$ cat config.mk
export PLATFORM = sky130hd
export DESIGN_NAME = ioc_top
export DESIGN_NICKNAME = d
export VERILOG_FILES = /design/src/logic/ioc_pkg.sv /design/src/logic/ioc_div_if.sv /design/src/logic/ioc_clkdiv.sv /design/src/logic/ioc_top.sv
export VERILOG_INCLUDE_DIRS = /design/src /design/src/logic
export SDC_FILE = /design/constraint.sdc
export NUM_CORES = 1
export LEC_CHECK = 0
export ABC_AREA = 1
export BUFFER_PORTS_ARGS = -buffer_cell sky130_fd_sc_hd__buf_4
export CORE_AREA = 2 2 71 73
export DETAILED_ROUTE_END_ITERATION = 10
export DIE_AREA = 0 0 73 75
export GPL_ROUTABILITY_DRIVEN = 1
export PLACE_DENSITY = 0.72
export SYNTH_ARGS = -nofsm -noshare
export SYNTH_HDL_FRONTEND = slang
export SYNTH_SLANG_ARGS = --single-unit
$ cat constraint.sdc
create_clock -name clk -period 3.2 [get_ports clk]
set_input_delay 0.48 -clock clk [delete_from_list [all_inputs] [get_ports clk]]
set_output_delay 0.48 -clock clk [all_outputs]
set_load 0.05 [all_outputs]
$ cat src/logic/ioc_map.svh
// internal oscillator control: addresses, field positions, resets, timing
// assumes a 10 MHz clock with a period of 100 ns
`ifndef IOC_MAP_SVH
`define IOC_MAP_SVH
`define IOC_CTRL_ADDR 8'hB2
`define IOC_TRIM_ADDR 8'hB3
`define IOC_CTRL_RESET 8'h80
`define IOC_EN_BIT 7
`define IOC_RDY_BIT 6
`define IOC_SUSP_BIT 5
`define IOC_DIV_MSB 1
`define IOC_TRIM_MSB 4
`define IOC_TRIM_FACTORY 5'h10
`define IOC_CLK_PERIOD_NS 100
`define IOC_SETTLE_NS 1000
`define IOC_SETTLE_CYC \
  ((`IOC_SETTLE_NS + `IOC_CLK_PERIOD_NS - 1) / `IOC_CLK_PERIOD_NS)
`define IOC_SETTLE_W 4
`endif

$ cat src/logic/ioc_pkg.sv
// internal oscillator control: shared types
// assumes ioc_map.svh carries all numeric constants
package ioc_pkg;
  typedef enum logic [1:0] {IOC_DIV8, IOC_DIV4, IOC_DIV2, IOC_DIV1} ioc_div_e;
  typedef enum logic [1:0] {IOC_SRC_INT, IOC_SRC_EXT, IOC_SRC_MULT} ioc_src_e;
  typedef enum logic [1:0] {IOC_OFF, IOC_SETTLE, IOC_READY, IOC_SUSP}
    ioc_state_e;
endpackage

$ cat src/logic/ioc_div_if.sv
// internal oscillator control: link between control and core clock divider
// assumes both ends share clk and resetn
`timescale 1ns/1ps
interface ioc_div_if;
  logic run;
  ioc_pkg::ioc_div_e sel;
  ioc_pkg::ioc_div_e applied;
  logic tick;
  modport ctrl (output run, output sel, input applied, input tick);
  modport div (input run, input sel, output applied, output tick);
endinterface

$ cat src/logic/ioc_clkdiv.sv
// core clock divider: one tick per divided oscillator period
// assumes sel may change at any cycle; it is applied at a period end or while the oscillator is stopped
`timescale 1ns/1ps
module ioc_clkdiv (
  input wire logic clk,
  input wire logic resetn,
  ioc_div_if.div dif
);
  logic [2:0] cnt_q;
  ioc_pkg::ioc_div_e sel_q;
  logic tick_q;
  logic wrap;

  function automatic logic [2:0] last_count(ioc_pkg::ioc_div_e s);
    unique case (s)
      ioc_pkg::IOC_DIV8: last_count = 3'h7; // [RL4]
      ioc_pkg::IOC_DIV4: last_count = 3'h3; // [RL4]
      ioc_pkg::IOC_DIV2: last_count = 3'h1; // [RL4]
      ioc_pkg::IOC_DIV1: last_count = 3'h0; // [RL4]
    endcase
  endfunction

  assign wrap = cnt_q == last_count(sel_q);

  always_ff @(posedge clk or negedge resetn) begin
    if (!resetn) begin
      cnt_q <= 3'h0;
    end else if (!dif.run || wrap) begin
      cnt_q <= 3'h0;
    end else begin
      cnt_q <= cnt_q + 3'h1;
    end
  end

  // new divide at a period end or while stopped, so no period is ever cut short
  always_ff @(posedge clk or negedge resetn) begin
    if (!resetn) begin
      sel_q <= ioc_pkg::IOC_DIV8;
    end else if (!dif.run || wrap) begin
      sel_q <= dif.sel; // [RL18]
    end
  end

  always_ff @(posedge clk or negedge resetn) begin
    if (!resetn) begin
      tick_q <= 1'b0;
    end else begin
      tick_q <= dif.run && wrap;
    end
  end

  assign dif.tick = tick_q;
  assign dif.applied = sel_q;
endmodule

$ cat src/logic/ioc_top.sv
// internal oscillator control: registers, oscillator state, clock selects
// assumes sfr port on clk; usb, vbus and clock pins are asynchronous
//
// Function
// [RL1] after reset the core clock comes from the internal oscillator
// [RL2] core clock source: internal, external, or 4x multiplier halved
// [RL3] bus function clock source: internal, external, or 4x multiplier
// [RL4] divide field codes 00..11 give divide by 8, 4, 2, 1
// [RL5] control register resets to 80: enabled, divide by 8
// [RL6] five-bit trim in bits 4..0 sets the oscillator period
// [RL7] every reset reloads the trim with its factory value
// [RL8] software must not use internal clock for bus once trim changed
// [RL9] software keeps the trim within 0..31
// [RL10] writing one to bit 5 stops the oscillator
// [RL11] stopped oscillator restarts on usb activity or matching vbus
// [RL12] activity while suspended raises a resume interrupt
// [RL13] software re-enables the transceiver after the resume interrupt
// [RL14] bit 7 enables the oscillator when one, disables when zero
// [RL15] bit 6 reads one only while running at programmed frequency
// [RL16] control bits 4..2 read zero and ignore writes
// [RL17] trim bits 7..5 ignore writes; trim undefined under clock recovery
// [RL18] divide change never produces a shortened core clock period
`timescale 1ns/1ps
`include "ioc_map.svh"
module ioc_top (
  input wire logic clk,
  input wire logic resetn,
  input wire logic [7:0] sfr_addr,
  input wire logic [7:0] sfr_wdata,
  input wire logic sfr_wr,
  input wire logic sfr_rd,
  output logic [7:0] sfr_rdata,
  input wire logic usb_nonidle,
  input wire logic vbus_level,
  input wire logic bus_power_polarity_sel,
  input wire logic clk_recovery_en,
  input wire logic [4:0] recovery_trim,
  input wire logic src_load,
  input wire logic [1:0] core_src_req,
  input wire logic [1:0] bus_src_req,
  input wire logic ext_osc_in,
  input wire logic mult_in,
  output logic osc_run,
  output logic [4:0] period_trim_value,
  output logic core_clock_tick,
  output logic bus_function_clock_tick,
  output logic resume_irq,
  output logic trim_modified
);
  ioc_div_if dif ();

  logic osc_run_enable_q;
  logic suspend_q;
  ioc_pkg::ioc_div_e core_clock_divide_sel_q;
  logic [4:0] trim_q;
  ioc_pkg::ioc_state_e st_q, st_d;
  logic [`IOC_SETTLE_W-1:0] settle_q;
  ioc_pkg::ioc_src_e core_src_q, bus_src_q;
  logic [7:0] rdata_q;
  logic [1:0] nonidle_q, vbus_q;
  logic [2:0] ext_q, mult_q;
  logic mult_half_q;
  logic core_tick_q, bus_tick_q, resume_q;
  logic ctrl_wr, trim_wr, wake, nonidle_s, ext_edge, mult_edge;
  logic osc_freq_ready;

  assign ctrl_wr = sfr_wr && sfr_addr == `IOC_CTRL_ADDR;
  assign trim_wr = sfr_wr && sfr_addr == `IOC_TRIM_ADDR;

  // pins: two flops, then a third only for edge detection
  always_ff @(posedge clk or negedge resetn) begin
    if (!resetn) begin
      nonidle_q <= 2'h0;
      vbus_q <= 2'h0;
      ext_q <= 3'h0;
      mult_q <= 3'h0;
    end else begin
      nonidle_q <= {nonidle_q[0], usb_nonidle};
      vbus_q <= {vbus_q[0], vbus_level};
      ext_q <= {ext_q[1:0], ext_osc_in};
      mult_q <= {mult_q[1:0], mult_in};
    end
  end

  assign nonidle_s = nonidle_q[1];
  assign ext_edge = ext_q[1] && !ext_q[2];
  assign mult_edge = mult_q[1] && !mult_q[2];
  assign wake = nonidle_s ||
    (vbus_q[1] == bus_power_polarity_sel); // [RL11]

  always_ff @(posedge clk or negedge resetn) begin
    if (!resetn) begin
      osc_run_enable_q <= 1'(`IOC_CTRL_RESET >> `IOC_EN_BIT); // [RL5]
      core_clock_divide_sel_q <= ioc_pkg::IOC_DIV8; // [RL5]
    end else if (ctrl_wr) begin
      osc_run_enable_q <= sfr_wdata[`IOC_EN_BIT]; // [RL14]
      core_clock_divide_sel_q <=
        ioc_pkg::ioc_div_e'(sfr_wdata[`IOC_DIV_MSB:0]); // [RL4]
    end
  end

  // a suspend write in the same cycle as a wake wins: software asked last
  always_ff @(posedge clk or negedge resetn) begin
    if (!resetn) begin
      suspend_q <= 1'b0;
    end else if (ctrl_wr && sfr_wdata[`IOC_SUSP_BIT]) begin
      suspend_q <= 1'b1; // [RL10]
    end else if (st_q == ioc_pkg::IOC_SUSP && wake) begin
      suspend_q <= 1'b0; // [RL11]
    end
  end

  // upper trim bits are never stored; recovery owns the trim when on
  always_ff @(posedge clk or negedge resetn) begin
    if (!resetn) begin
      trim_q <= `IOC_TRIM_FACTORY; // [RL7]
    end else if (clk_recovery_en) begin
      trim_q <= recovery_trim; // [RL17]
    end else if (trim_wr) begin
      trim_q <= sfr_wdata[`IOC_TRIM_MSB:0]; // [RL6]
    end
  end

  always_comb begin
    st_d = st_q;
    unique case (st_q)
      ioc_pkg::IOC_OFF: begin
        if (osc_run_enable_q) begin
          st_d = ioc_pkg::IOC_SETTLE;
        end
      end
      ioc_pkg::IOC_SETTLE: begin
        if (suspend_q) begin
          st_d = ioc_pkg::IOC_SUSP;
        end else if (settle_q == `IOC_SETTLE_W'(`IOC_SETTLE_CYC - 1)) begin
          st_d = ioc_pkg::IOC_READY;
        end
      end
      ioc_pkg::IOC_READY: begin
        if (suspend_q) begin
          st_d = ioc_pkg::IOC_SUSP;
        end else if (trim_wr || clk_recovery_en) begin
          st_d = ioc_pkg::IOC_SETTLE; // [RL15]
        end
      end
      ioc_pkg::IOC_SUSP: begin
        if (wake) begin
          st_d = ioc_pkg::IOC_SETTLE; // [RL11]
        end
      end
    endcase
    if (!osc_run_enable_q) begin
      st_d = ioc_pkg::IOC_OFF; // [RL14]
    end
  end

  always_ff @(posedge clk or negedge resetn) begin
    if (!resetn) begin
      st_q <= ioc_pkg::IOC_OFF;
    end else begin
      st_q <= st_d;
    end
  end

  always_ff @(posedge clk or negedge resetn) begin
    if (!resetn) begin
      settle_q <= '0;
    end else if (st_q == ioc_pkg::IOC_SETTLE && st_d == st_q) begin
      settle_q <= settle_q + `IOC_SETTLE_W'(1);
    end else begin
      settle_q <= '0;
    end
  end

  assign osc_run = st_q == ioc_pkg::IOC_SETTLE ||
    st_q == ioc_pkg::IOC_READY; // [RL10]
  assign osc_freq_ready = st_q == ioc_pkg::IOC_READY; // [RL15]

  always_ff @(posedge clk or negedge resetn) begin
    if (!resetn) begin
      resume_q <= 1'b0;
    end else begin
      resume_q <= st_q == ioc_pkg::IOC_SUSP && nonidle_s; // [RL12]
    end
  end

  always_ff @(posedge clk or negedge resetn) begin
    if (!resetn) begin
      rdata_q <= 8'h00;
    end else if (sfr_rd && sfr_addr == `IOC_CTRL_ADDR) begin
      rdata_q <= {osc_run_enable_q, osc_freq_ready, suspend_q, 3'h0,
        core_clock_divide_sel_q}; // [RL16]
    end else if (sfr_rd && sfr_addr == `IOC_TRIM_ADDR) begin
      rdata_q <= {3'h0, trim_q}; // [RL17]
    end else if (sfr_rd) begin
      rdata_q <= 8'h00;
    end
  end

  always_ff @(posedge clk or negedge resetn) begin
    if (!resetn) begin
      core_src_q <= ioc_pkg::IOC_SRC_INT; // [RL1]
      bus_src_q <= ioc_pkg::IOC_SRC_INT;
    end else if (src_load) begin
      core_src_q <= ioc_pkg::ioc_src_e'(core_src_req);
      bus_src_q <= ioc_pkg::ioc_src_e'(bus_src_req);
    end
  end

  always_ff @(posedge clk or negedge resetn) begin
    if (!resetn) begin
      mult_half_q <= 1'b0;
    end else if (mult_edge) begin
      mult_half_q <= !mult_half_q;
    end
  end

  assign dif.run = osc_run;
  assign dif.sel = core_clock_divide_sel_q;
  ioc_clkdiv u_div (
    .clk(clk),
    .resetn(resetn),
    .dif(dif)
  );

  // an unused fourth source code yields no clock rather than a guess
  always_ff @(posedge clk or negedge resetn) begin
    if (!resetn) begin
      core_tick_q <= 1'b0;
      bus_tick_q <= 1'b0;
    end else begin
      unique case (core_src_q)
        ioc_pkg::IOC_SRC_INT: core_tick_q <= dif.tick; // [RL2]
        ioc_pkg::IOC_SRC_EXT: core_tick_q <= ext_edge; // [RL2]
        ioc_pkg::IOC_SRC_MULT: core_tick_q <= mult_edge && mult_half_q;
        default: core_tick_q <= 1'b0;
      endcase
      unique case (bus_src_q)
        ioc_pkg::IOC_SRC_INT: bus_tick_q <= osc_run; // [RL3]
        ioc_pkg::IOC_SRC_EXT: bus_tick_q <= ext_edge; // [RL3]
        ioc_pkg::IOC_SRC_MULT: bus_tick_q <= mult_edge; // [RL3]
        default: bus_tick_q <= 1'b0;
      endcase
    end
  end

  assign sfr_rdata = rdata_q;
  assign period_trim_value = trim_q;
  assign core_clock_tick = core_tick_q;
  assign bus_function_clock_tick = bus_tick_q;
  assign resume_irq = resume_q;
  // lets software honour the bus clock restriction after retrimming
  assign trim_modified = trim_q != `IOC_TRIM_FACTORY; // [RL8]
endmodule
## Word-level counts from Yosys, hierarchy flattened

Index checks and enable logic that the tools add are counted.

- Register bits after elaboration: 47
- Logic and storage cells: 85

- Add/sub/neg operators: 2
- Reductions and logical operators: 27
- Equality and inequality tests: 17
- Muxes and demuxes: 19

Operators by type and width:

| cell | number |
|---|---|
| $mux W8 | 3 |
| $eq A8 B8 Y1 const B | 2 |
| $eq A2 B2 Y1 const B | 6 |
| $logic_and A1 B1 Y1 | 12 |
| $mux W2 | 6 |
| $pmux W3 S4 | 1 |
| $mux W5 | 2 |
| $eq A2 B1 Y1 const B | 4 |
| $logic_not A2 Y1 | 4 |
| $pmux W2 S4 | 1 |
| $pmux W1 S3 | 2 |
| $ne A5 B5 Y1 const B | 1 |
| $add A4 B1 Y4 const B | 1 |
| $eq A4 B4 Y1 const B | 1 |
| $logic_not A1 Y1 | 4 |
| $logic_or A1 B1 Y1 | 4 |
| $mux W4 | 1 |
| $reduce_bool A2 Y1 | 2 |
| $add A3 B1 Y3 const B | 1 |
| $eq A3 B3 Y1 | 1 |
| $mux W3 | 1 |
| $reduce_bool A3 Y1 | 1 |
| $eq A2 B2 Y1 | 1 |
| $mux W1 | 2 |
| $eq A1 B1 Y1 | 1 |

## Depth between registers and ports, before layout

Gate-level depths: netlist of the first run.

- Depth after elaboration: 10
- Gate-level depth with buffers: 13
- Gate-level depth less buffers: 13

## Hierarchy

From an unflattened synthesis of the first run, not the netlist that was laid out.

- Cell total of the unflattened synthesis: 228
- Area, all modules: 2138.3 sq um

By module, submodules not included:

| module | area each (sq um) | cells each | seq. area each (sq um) | instances |
|---|---|---|---|---|
| ioc_top | 1831.8 | 190 | 1028.5 | 1 |
| ioc_clkdiv | 306.5 | 38 | 150.1 | 1 |

## Worst setup path before layout of the first run

Ideal clock, no wire load.

- Path kind: reg-to-output
- Start: reg trim_q[2] (netlist: period_trim_value[2])
- End: out trim_modified
- Path buffers: 0
- Setup slack: 1507 ps
- Data required time: 2720 ps
- Cell stages (with the launch flop): 3
- Arrival: 1213 ps
- Path through: dfrtp_1 > nor3_1 > nand3_1

- Word-level cells in the longest chain between the ends: 1

RTL lines:

| what | line | text |
|---|---|---|
| start, declared | ioc_top.sv:55 | `logic [4:0] trim_q;` |
| start signal, assigned | ioc_top.sv:116 | `` trim_q <= `IOC_TRIM_FACTORY; `` |
| start signal, assigned | ioc_top.sv:118 | `trim_q <= recovery_trim;` |
| start signal, assigned | ioc_top.sv:120 | `` trim_q <= sfr_wdata[`IOC_TRIM_MSB:0]; `` |
| $ne A5 B5 Y1 (no line) | n/a |  |
| end, declared | ioc_top.sv:48 | `output logic trim_modified` |

No other way between the ends.

## Worst setup path after layout of the first run

- Start: reg st_q[1]
- End: out osc_run

- Word-level cells in the longest chain between the ends: 2
- Elaborated cells on any way between the ends: 3
- Classes of those cells: eq/ne (2); reduce/logical (1)

RTL lines:

| what | line | text |
|---|---|---|
| start, declared | ioc_top.sv:56 | `ioc_pkg::ioc_state_e st_q, st_d;` |
| start signal, assigned | ioc_top.sv:159 | `st_q <= ioc_pkg::IOC_OFF;` |
| start signal, assigned | ioc_top.sv:161 | `st_q <= st_d;` |
| $eq A2 B1 Y1 or $eq A2 B2 Y1 (tied branches) | ioc_top.sv:175, ioc_top.sv:176 |  |
| $logic_or A1 B1 Y1 * | ioc_top.sv:175 | `assign osc_run = st_q == ioc_pkg::IOC_SETTLE \|\|` |
| end, declared | ioc_top.sv:43 | `output logic osc_run,` |

Every way passes the cells marked *; elsewhere a longest branch is shown, timed or not.

==> run summary, run 1 <==
H-tree Lvls: 2
NumNets Final: 318
Wirelength per Cell: 11.4 um
sequential cell area fraction in the yosys report: 0.576
largest cells by area after synthesis: dfrtp_1, nand2_1, inv_1
Hold Crit Class: primary input to async pin
max_cap viols: 0
GP Congestion: 0.873
Pint: 1.07 mW
vias in the first global route: 1547
outcome: finished, final reports clean
M2 GR Usage: 0.266
RSZ-0062 raised after global routing: no
initial core utilization: 0.439
total wire length: 3.76 mm
CP Max Fanout: 5
gr ovfl total: 0
Final setup viols: 0
PD cells: 619 nW/um^2
Vias/cell: 4.75
First-pass DRT Iterations: 4
Num CTS Buffers: 5
post-route ant nets: 0
CTS resizes: 0
# hold bufs at CTS: 0
largest net degree at the start of global routing: 48
Antenna diodes: 0
post-synthesis cell type with the largest combined area: dfrtp_1
Post-synth top cells: nand2_1, dfrtp_1, inv_1
share of the synthesized area in the top cell type: 0.550
Post-synth EDFFs: 0
Cells after Synth: 218
Cell variety after synth: 29
Final Cycle Share: 0.610
Seq pwr share: 0.449
Slew HR: 0.619
Sw Pwr: 0.540 mW
sum of negative setup slack: 0 ns
Final Hold Viols: 0
antenna violations before repair: 0
CTS tree: built
hold_ws: 0.160 ns
IO buf count: 52
Crit path arrival time: 1.47 ns
Die W: 73 um
Crit. End Element: output port
path type of the worst setup path: register to output port
Most Crowded Layer GR: met2
root buf cell: clkbuf_8
switching share of power: 0.334
Leak Pwr: 1.35 nW
die area: 5480 um^2
Clk network pwr share: 0.268
Via Count: 1569
share of cells above drive strength 1: 0.283
Total GRT Usage: 0.160
Worst setup SP type: register
YS warnings: 0
Worst-Margin Slew: 0.571 ns
I/O pins: 54
DRT iter0 DRCs: 48
CP required: 2.72 ns
PnR Total Power: 1.61 mW
row count: 25
Setup Fix Bufs, Post-CTS: 0
highest clock rate: 512 MHz
clock tree sinks: 47
met1 GRT Util: 0.192
Net Count, Synth: 261
total core area: 4660 um^2
hpwl dp: 2.83 mm
Reg clk slew, reported paths: 0.09 ns
crit path time final: 1.95 ns
number of synthesized register bits: 47
ys flop type: dfrtp_1
mean post-synth cell area: 9.38 um^2
VDD IR max: 0.233 mV
met3 Resource Use GR: 0.0442
first-pass GRT wire length: 6.62 mm
fillers: 431
worst skew pair latency: 0.30 ns
Comb power frac: 0.283
# DRC: 0
post-synthesis cell area: 2050 um^2
PnR worst setup slack: 1.25 ns
pre-CTS setup slack: 1.45 ns
worst clock skew: 0.00514 ns
Final Max Tran Viols: 0
final core utilization: 0.559
Area growth, synth to finish: 27.4%
Clock Path Buffers: 2
ys async rst share: 1.00
chip height: 75 um
count leader, synth: nand2_1
[routing by layer]
layer | share of wire | wire length [um] | vias to the layer above
li1 | - | - | 805
met1 | 0.46 | 1720 | 718
met2 | 0.46 | 1740 | 41
met3 | 0.056 | 210 | 5
met4 | 0.024 | 89 | 0
met5 | 0 | 0 | -
[flip-flops by register name (all words and copies together) (netlist names), 2 cells and up]
signal	cells
sfr_rdata	8
nonidle_q	2
u_div.cnt_q	3
period_trim_value	5
vbus_q	2
u_div.dif.applied	2
ext_q	3
mult_q	3
core_src_q	2
settle_q	4
bus_src_q	2
core_clock_divide_sel_q	2
st_q	2
[per-stage QoR]
stage	instance area (um^2)	cells
6_report	2610	330
5_1_grt	2610	330
4_1_cts	2610	330
3_5_place_dp	2490	322
3_3_place_gp	2490	322
2_1_floorplan	2050	218
[power by group through the flow]
stage / Sequential [mW] / Combinational, mW / Clock, mW
after CTS: 0.726 / 0.465 / 0.448
final: 0.725 / 0.458 / 0.432
after global routing: 0.737 / 0.523 / 0.471
after global placement: 0.736 / 0.454 / 0
after detailed placement: 0.737 / 0.464 / 0
after floorplan: 0.773 / 0.290 / 0
[cell usage in the layout, fill, tap and decap left out, drive strengths merged, types with 2 or more instances in the layout]
cell type,n
o211ai,2
dfstp,2
dfrtp,45
buf,52
inv,29
xor2,2
a21oi,5
ha,7
nand3,9
clkbuf,5
o21ai,17
nand2,57
nor3,2
xnor2,4
clkinv,2
nor2,23
a31oi,5
[area by class of cell]
class | instances | area, um^2 | share of cell area
Clock inverter | 3 | 43.8 | 0.0168
Multi-Input combinational cell | 140 | 748 | 0.287
Sequential cell | 47 | 1180 | 0.452
Tap cell | 54 | 67.6 | 0.0259
Clock buffer | 5 | 68.8 | 0.0264
Timing Repair Buffer | 52 | 390 | 0.150
Inverter | 29 | 109 | 0.0418
[critical path, stage by stage, from the launching register on]
cell	delay [ns]
dfrtp_1	0.46
inv_2	0.10
ha_1	0.38
buf_4	0.23
[cell families (layout without fill, tap and decap cells)]
| group | Yosys count | in the layout | synth area share |
|---|---|---|---|
| buffers and inverters | 31 | 89 | 0.0581 |
| adder cells (fa/ha/maj) | 7 | 7 | 0.0428 |
| XOR/XNOR | 6 | 6 | 0.0257 |
| AO/OA/AOI/OAI | 32 | 32 | 0.0911 |
| flip-flops | 47 | 47 | 0.576 |
| AND/OR/NAND/NOR | 94 | 94 | 0.201 |
| multiplexers | 1 | 1 | 0.00550 |
[final timing paths]
| check | from | endpoint | slack (ns) | cells after the start |
|---|---|---|---|---|
| worst max register to register | settle_q[1]$_DFF_PN0_ | settle_q[0]$_DFF_PN0_ | 1.64 | 12 |
| worst min-delay path | resetn | core_src_q[1]$_DFFE_PN0P_ | 0.16 | 1 |
| worst max-delay path | st_q[1]$_DFF_PN0_ | osc_run | 1.25 | 3 |
| min in group clk | vbus_level | vbus_q[0]$_DFF_PN0_ | 0.28 | 1 |
| worst min register to register | vbus_q[0]$_DFF_PN0_ | vbus_q[1]$_DFF_PN0_ | 0.35 | 0 |
| max in group asynchronous | resetn | osc_run_enable_q$_DFFE_PN1P_ | 2.64 | 1 |
Note: power is estimated with default switching activity, not from simulation.
==> run 2: changes to the inputs <==
- clock period: 3.2 -> 1.8 ns (I/O delays scaled with it)
==> run summary, run 2 (synthesis results as in run 1) <==
outcome: finished, final reports clean
NumNets Final: 319
clock tree sinks: 47
most frequent cells in the layout: buf_4, nand2_1, dfrtp_1
Crit path arrival time: 1.42 ns
switching share of power: 0.351
Crit. End Element: output port
row count: 25
vias in the first global route: 1527
highest clock rate: 592 MHz
Hold Crit Class: primary input to register
Sw Pwr: 0.955 mW
# DRC: 0
die area: 5480 um^2
Via Count: 1583
worst clock skew: 0.00546 ns
chip height: 75 um
gr ovfl total: 0
First-pass DRT Iterations: 4
hpwl dp: 2.88 mm
total wire length: 3.75 mm
path type of the worst setup path: register to output port
GP Congestion: 0.875
Leak Pwr: 1.34 nW
Vias/cell: 4.78
R2R depth: 12
PnR Total Power: 2.72 mW
Seq pwr share: 0.473
PnR worst setup slack: 0.111 ns
Num CTS Buffers: 5
Top Layer Used: met4
dpl cells: 322
Min-Delay Path Depth: 1
Final setup viols: 0
max_cap viols: 0
Clock Path Buffers: 2
Total GRT Usage: 0.156
largest net degree at the start of global routing: 48
Final Max Tran Viols: 0
Wirelength per Cell: 11.3 um
CP required: 1.53 ns
IO buf count: 52
DR WL met2: 1.79 mm
DRT iter0 DRCs: 81
pre-CTS setup slack: 0.246 ns
Die W: 73 um
Worst setup SP type: register
Comb power frac: 0.299
final non-filler cell total: 331
Pint: 1.77 mW
WL met1: 1.69 mm
Area growth, synth to finish: 26.8%
CP Max Fanout: 5
RSZ-0062 raised after global routing: no
share of cells above drive strength 1: 0.285
fillers: 429
Worst-Margin Slew: 0.571 ns
sum of negative setup slack: 0 ns
commonest non-fill, non-tap cell in the layout: buf_4
Reg clk slew, reported paths: 0.08 ns
Clk network pwr share: 0.228
max reg flops: 8
antenna violations before repair: 0
Final Hold Viols: 0
initial core utilization: 0.439
worst skew pair latency: 0.30 ns
VDD IR max: 0.492 mV
Setup Fix Bufs, Post-CTS: 0
first-pass GRT wire length: 6.51 mm
Antenna diodes: 0
DR WL met3: 193 um
post-route ant nets: 0
H-tree Lvls: 2
crit path time final: 1.69 ns
PD cells: 1050 nW/um^2
Final Cycle Share: 0.938
CTS tree: built
root buf cell: clkbuf_8
Slew HR: 0.619
total core area: 4660 um^2
I/O pins: 54
==> run 2: per-stage QoR <==
step                cell area [um^2]   util  hold WS [ns]
global placement                2490  0.535         0.312
detailed placement              2490  0.535         0.313
floorplan                       2050      -       -0.0256
CTS                             2590  0.556        0.0592
global route                    2590  0.557        0.0502
finish                          2590  0.557        0.0723
==> run 2: path summary, 6_finish.rpt <==
check,start,end,slack (ns)
setup / recovery,st_q[0]$_DFF_PN0_,osc_run,0.11
hold / removal,vbus_level,vbus_q[0]$_DFF_PN0_,0.07
setup reg to reg,settle_q[1]$_DFF_PN0_,settle_q[0]$_DFF_PN0_,0.25
hold reg to reg,vbus_q[0]$_DFF_PN0_,vbus_q[1]$_DFF_PN0_,0.35
max in group asynchronous,resetn,st_q[1]$_DFF_PN0_,0.88
min in group asynchronous,resetn,u_div.cnt_q[2]$_DFF_PN0_,0.50
==> run 2: area by class of cell <==
| class | count | area, um^2 | share of cell area |
|---|---|---|---|
| sequential | 47 | 1180 | 0.455 |
| multi-input combinational | 140 | 748 | 0.288 |
| timing repair buffer | 53 | 400 | 0.154 |
| inverter | 29 | 109 | 0.0420 |
| clock buffer | 5 | 68.8 | 0.0265 |
| tap | 54 | 67.6 | 0.0260 |
| clock inverter | 3 | 20.0 | 0.00772 |
==> run 2: power groups by stage <==
stage	clock [mW]	sequential (mW)	combinational [mW]
2_1_floorplan	0	1.37	0.516
3_3_place_gp	0	1.31	0.807
3_5_place_dp	0	1.31	0.826
4_1_cts	0.646	1.29	0.831
5_1_grt	0.700	1.31	0.937
6_report	0.622	1.29	0.815
==> run 2: worst max-delay path: stages (launching register included) <==
cell	delay, ns
dfrtp_1	0.40
inv_1	0.12
ha_1	0.38
buf_4	0.23
==> run 2: timing repair <==
action,CTS,global route
setup endpoints to repair,0,1
hold endpoints to repair,45,0
hold buffers,1,0
gates resized for setup,0,1
==> run 2: per-layer routing <==
| metal | track usage | vias up |
|---|---|---|
| li1 | - | 808 |
| met1 | 0.194 | 728 |
| met2 | 0.260 | 41 |
| met3 | 0.0388 | 6 |
| met4 | 0.0679 | 0 |
| met5 | 0 | - |
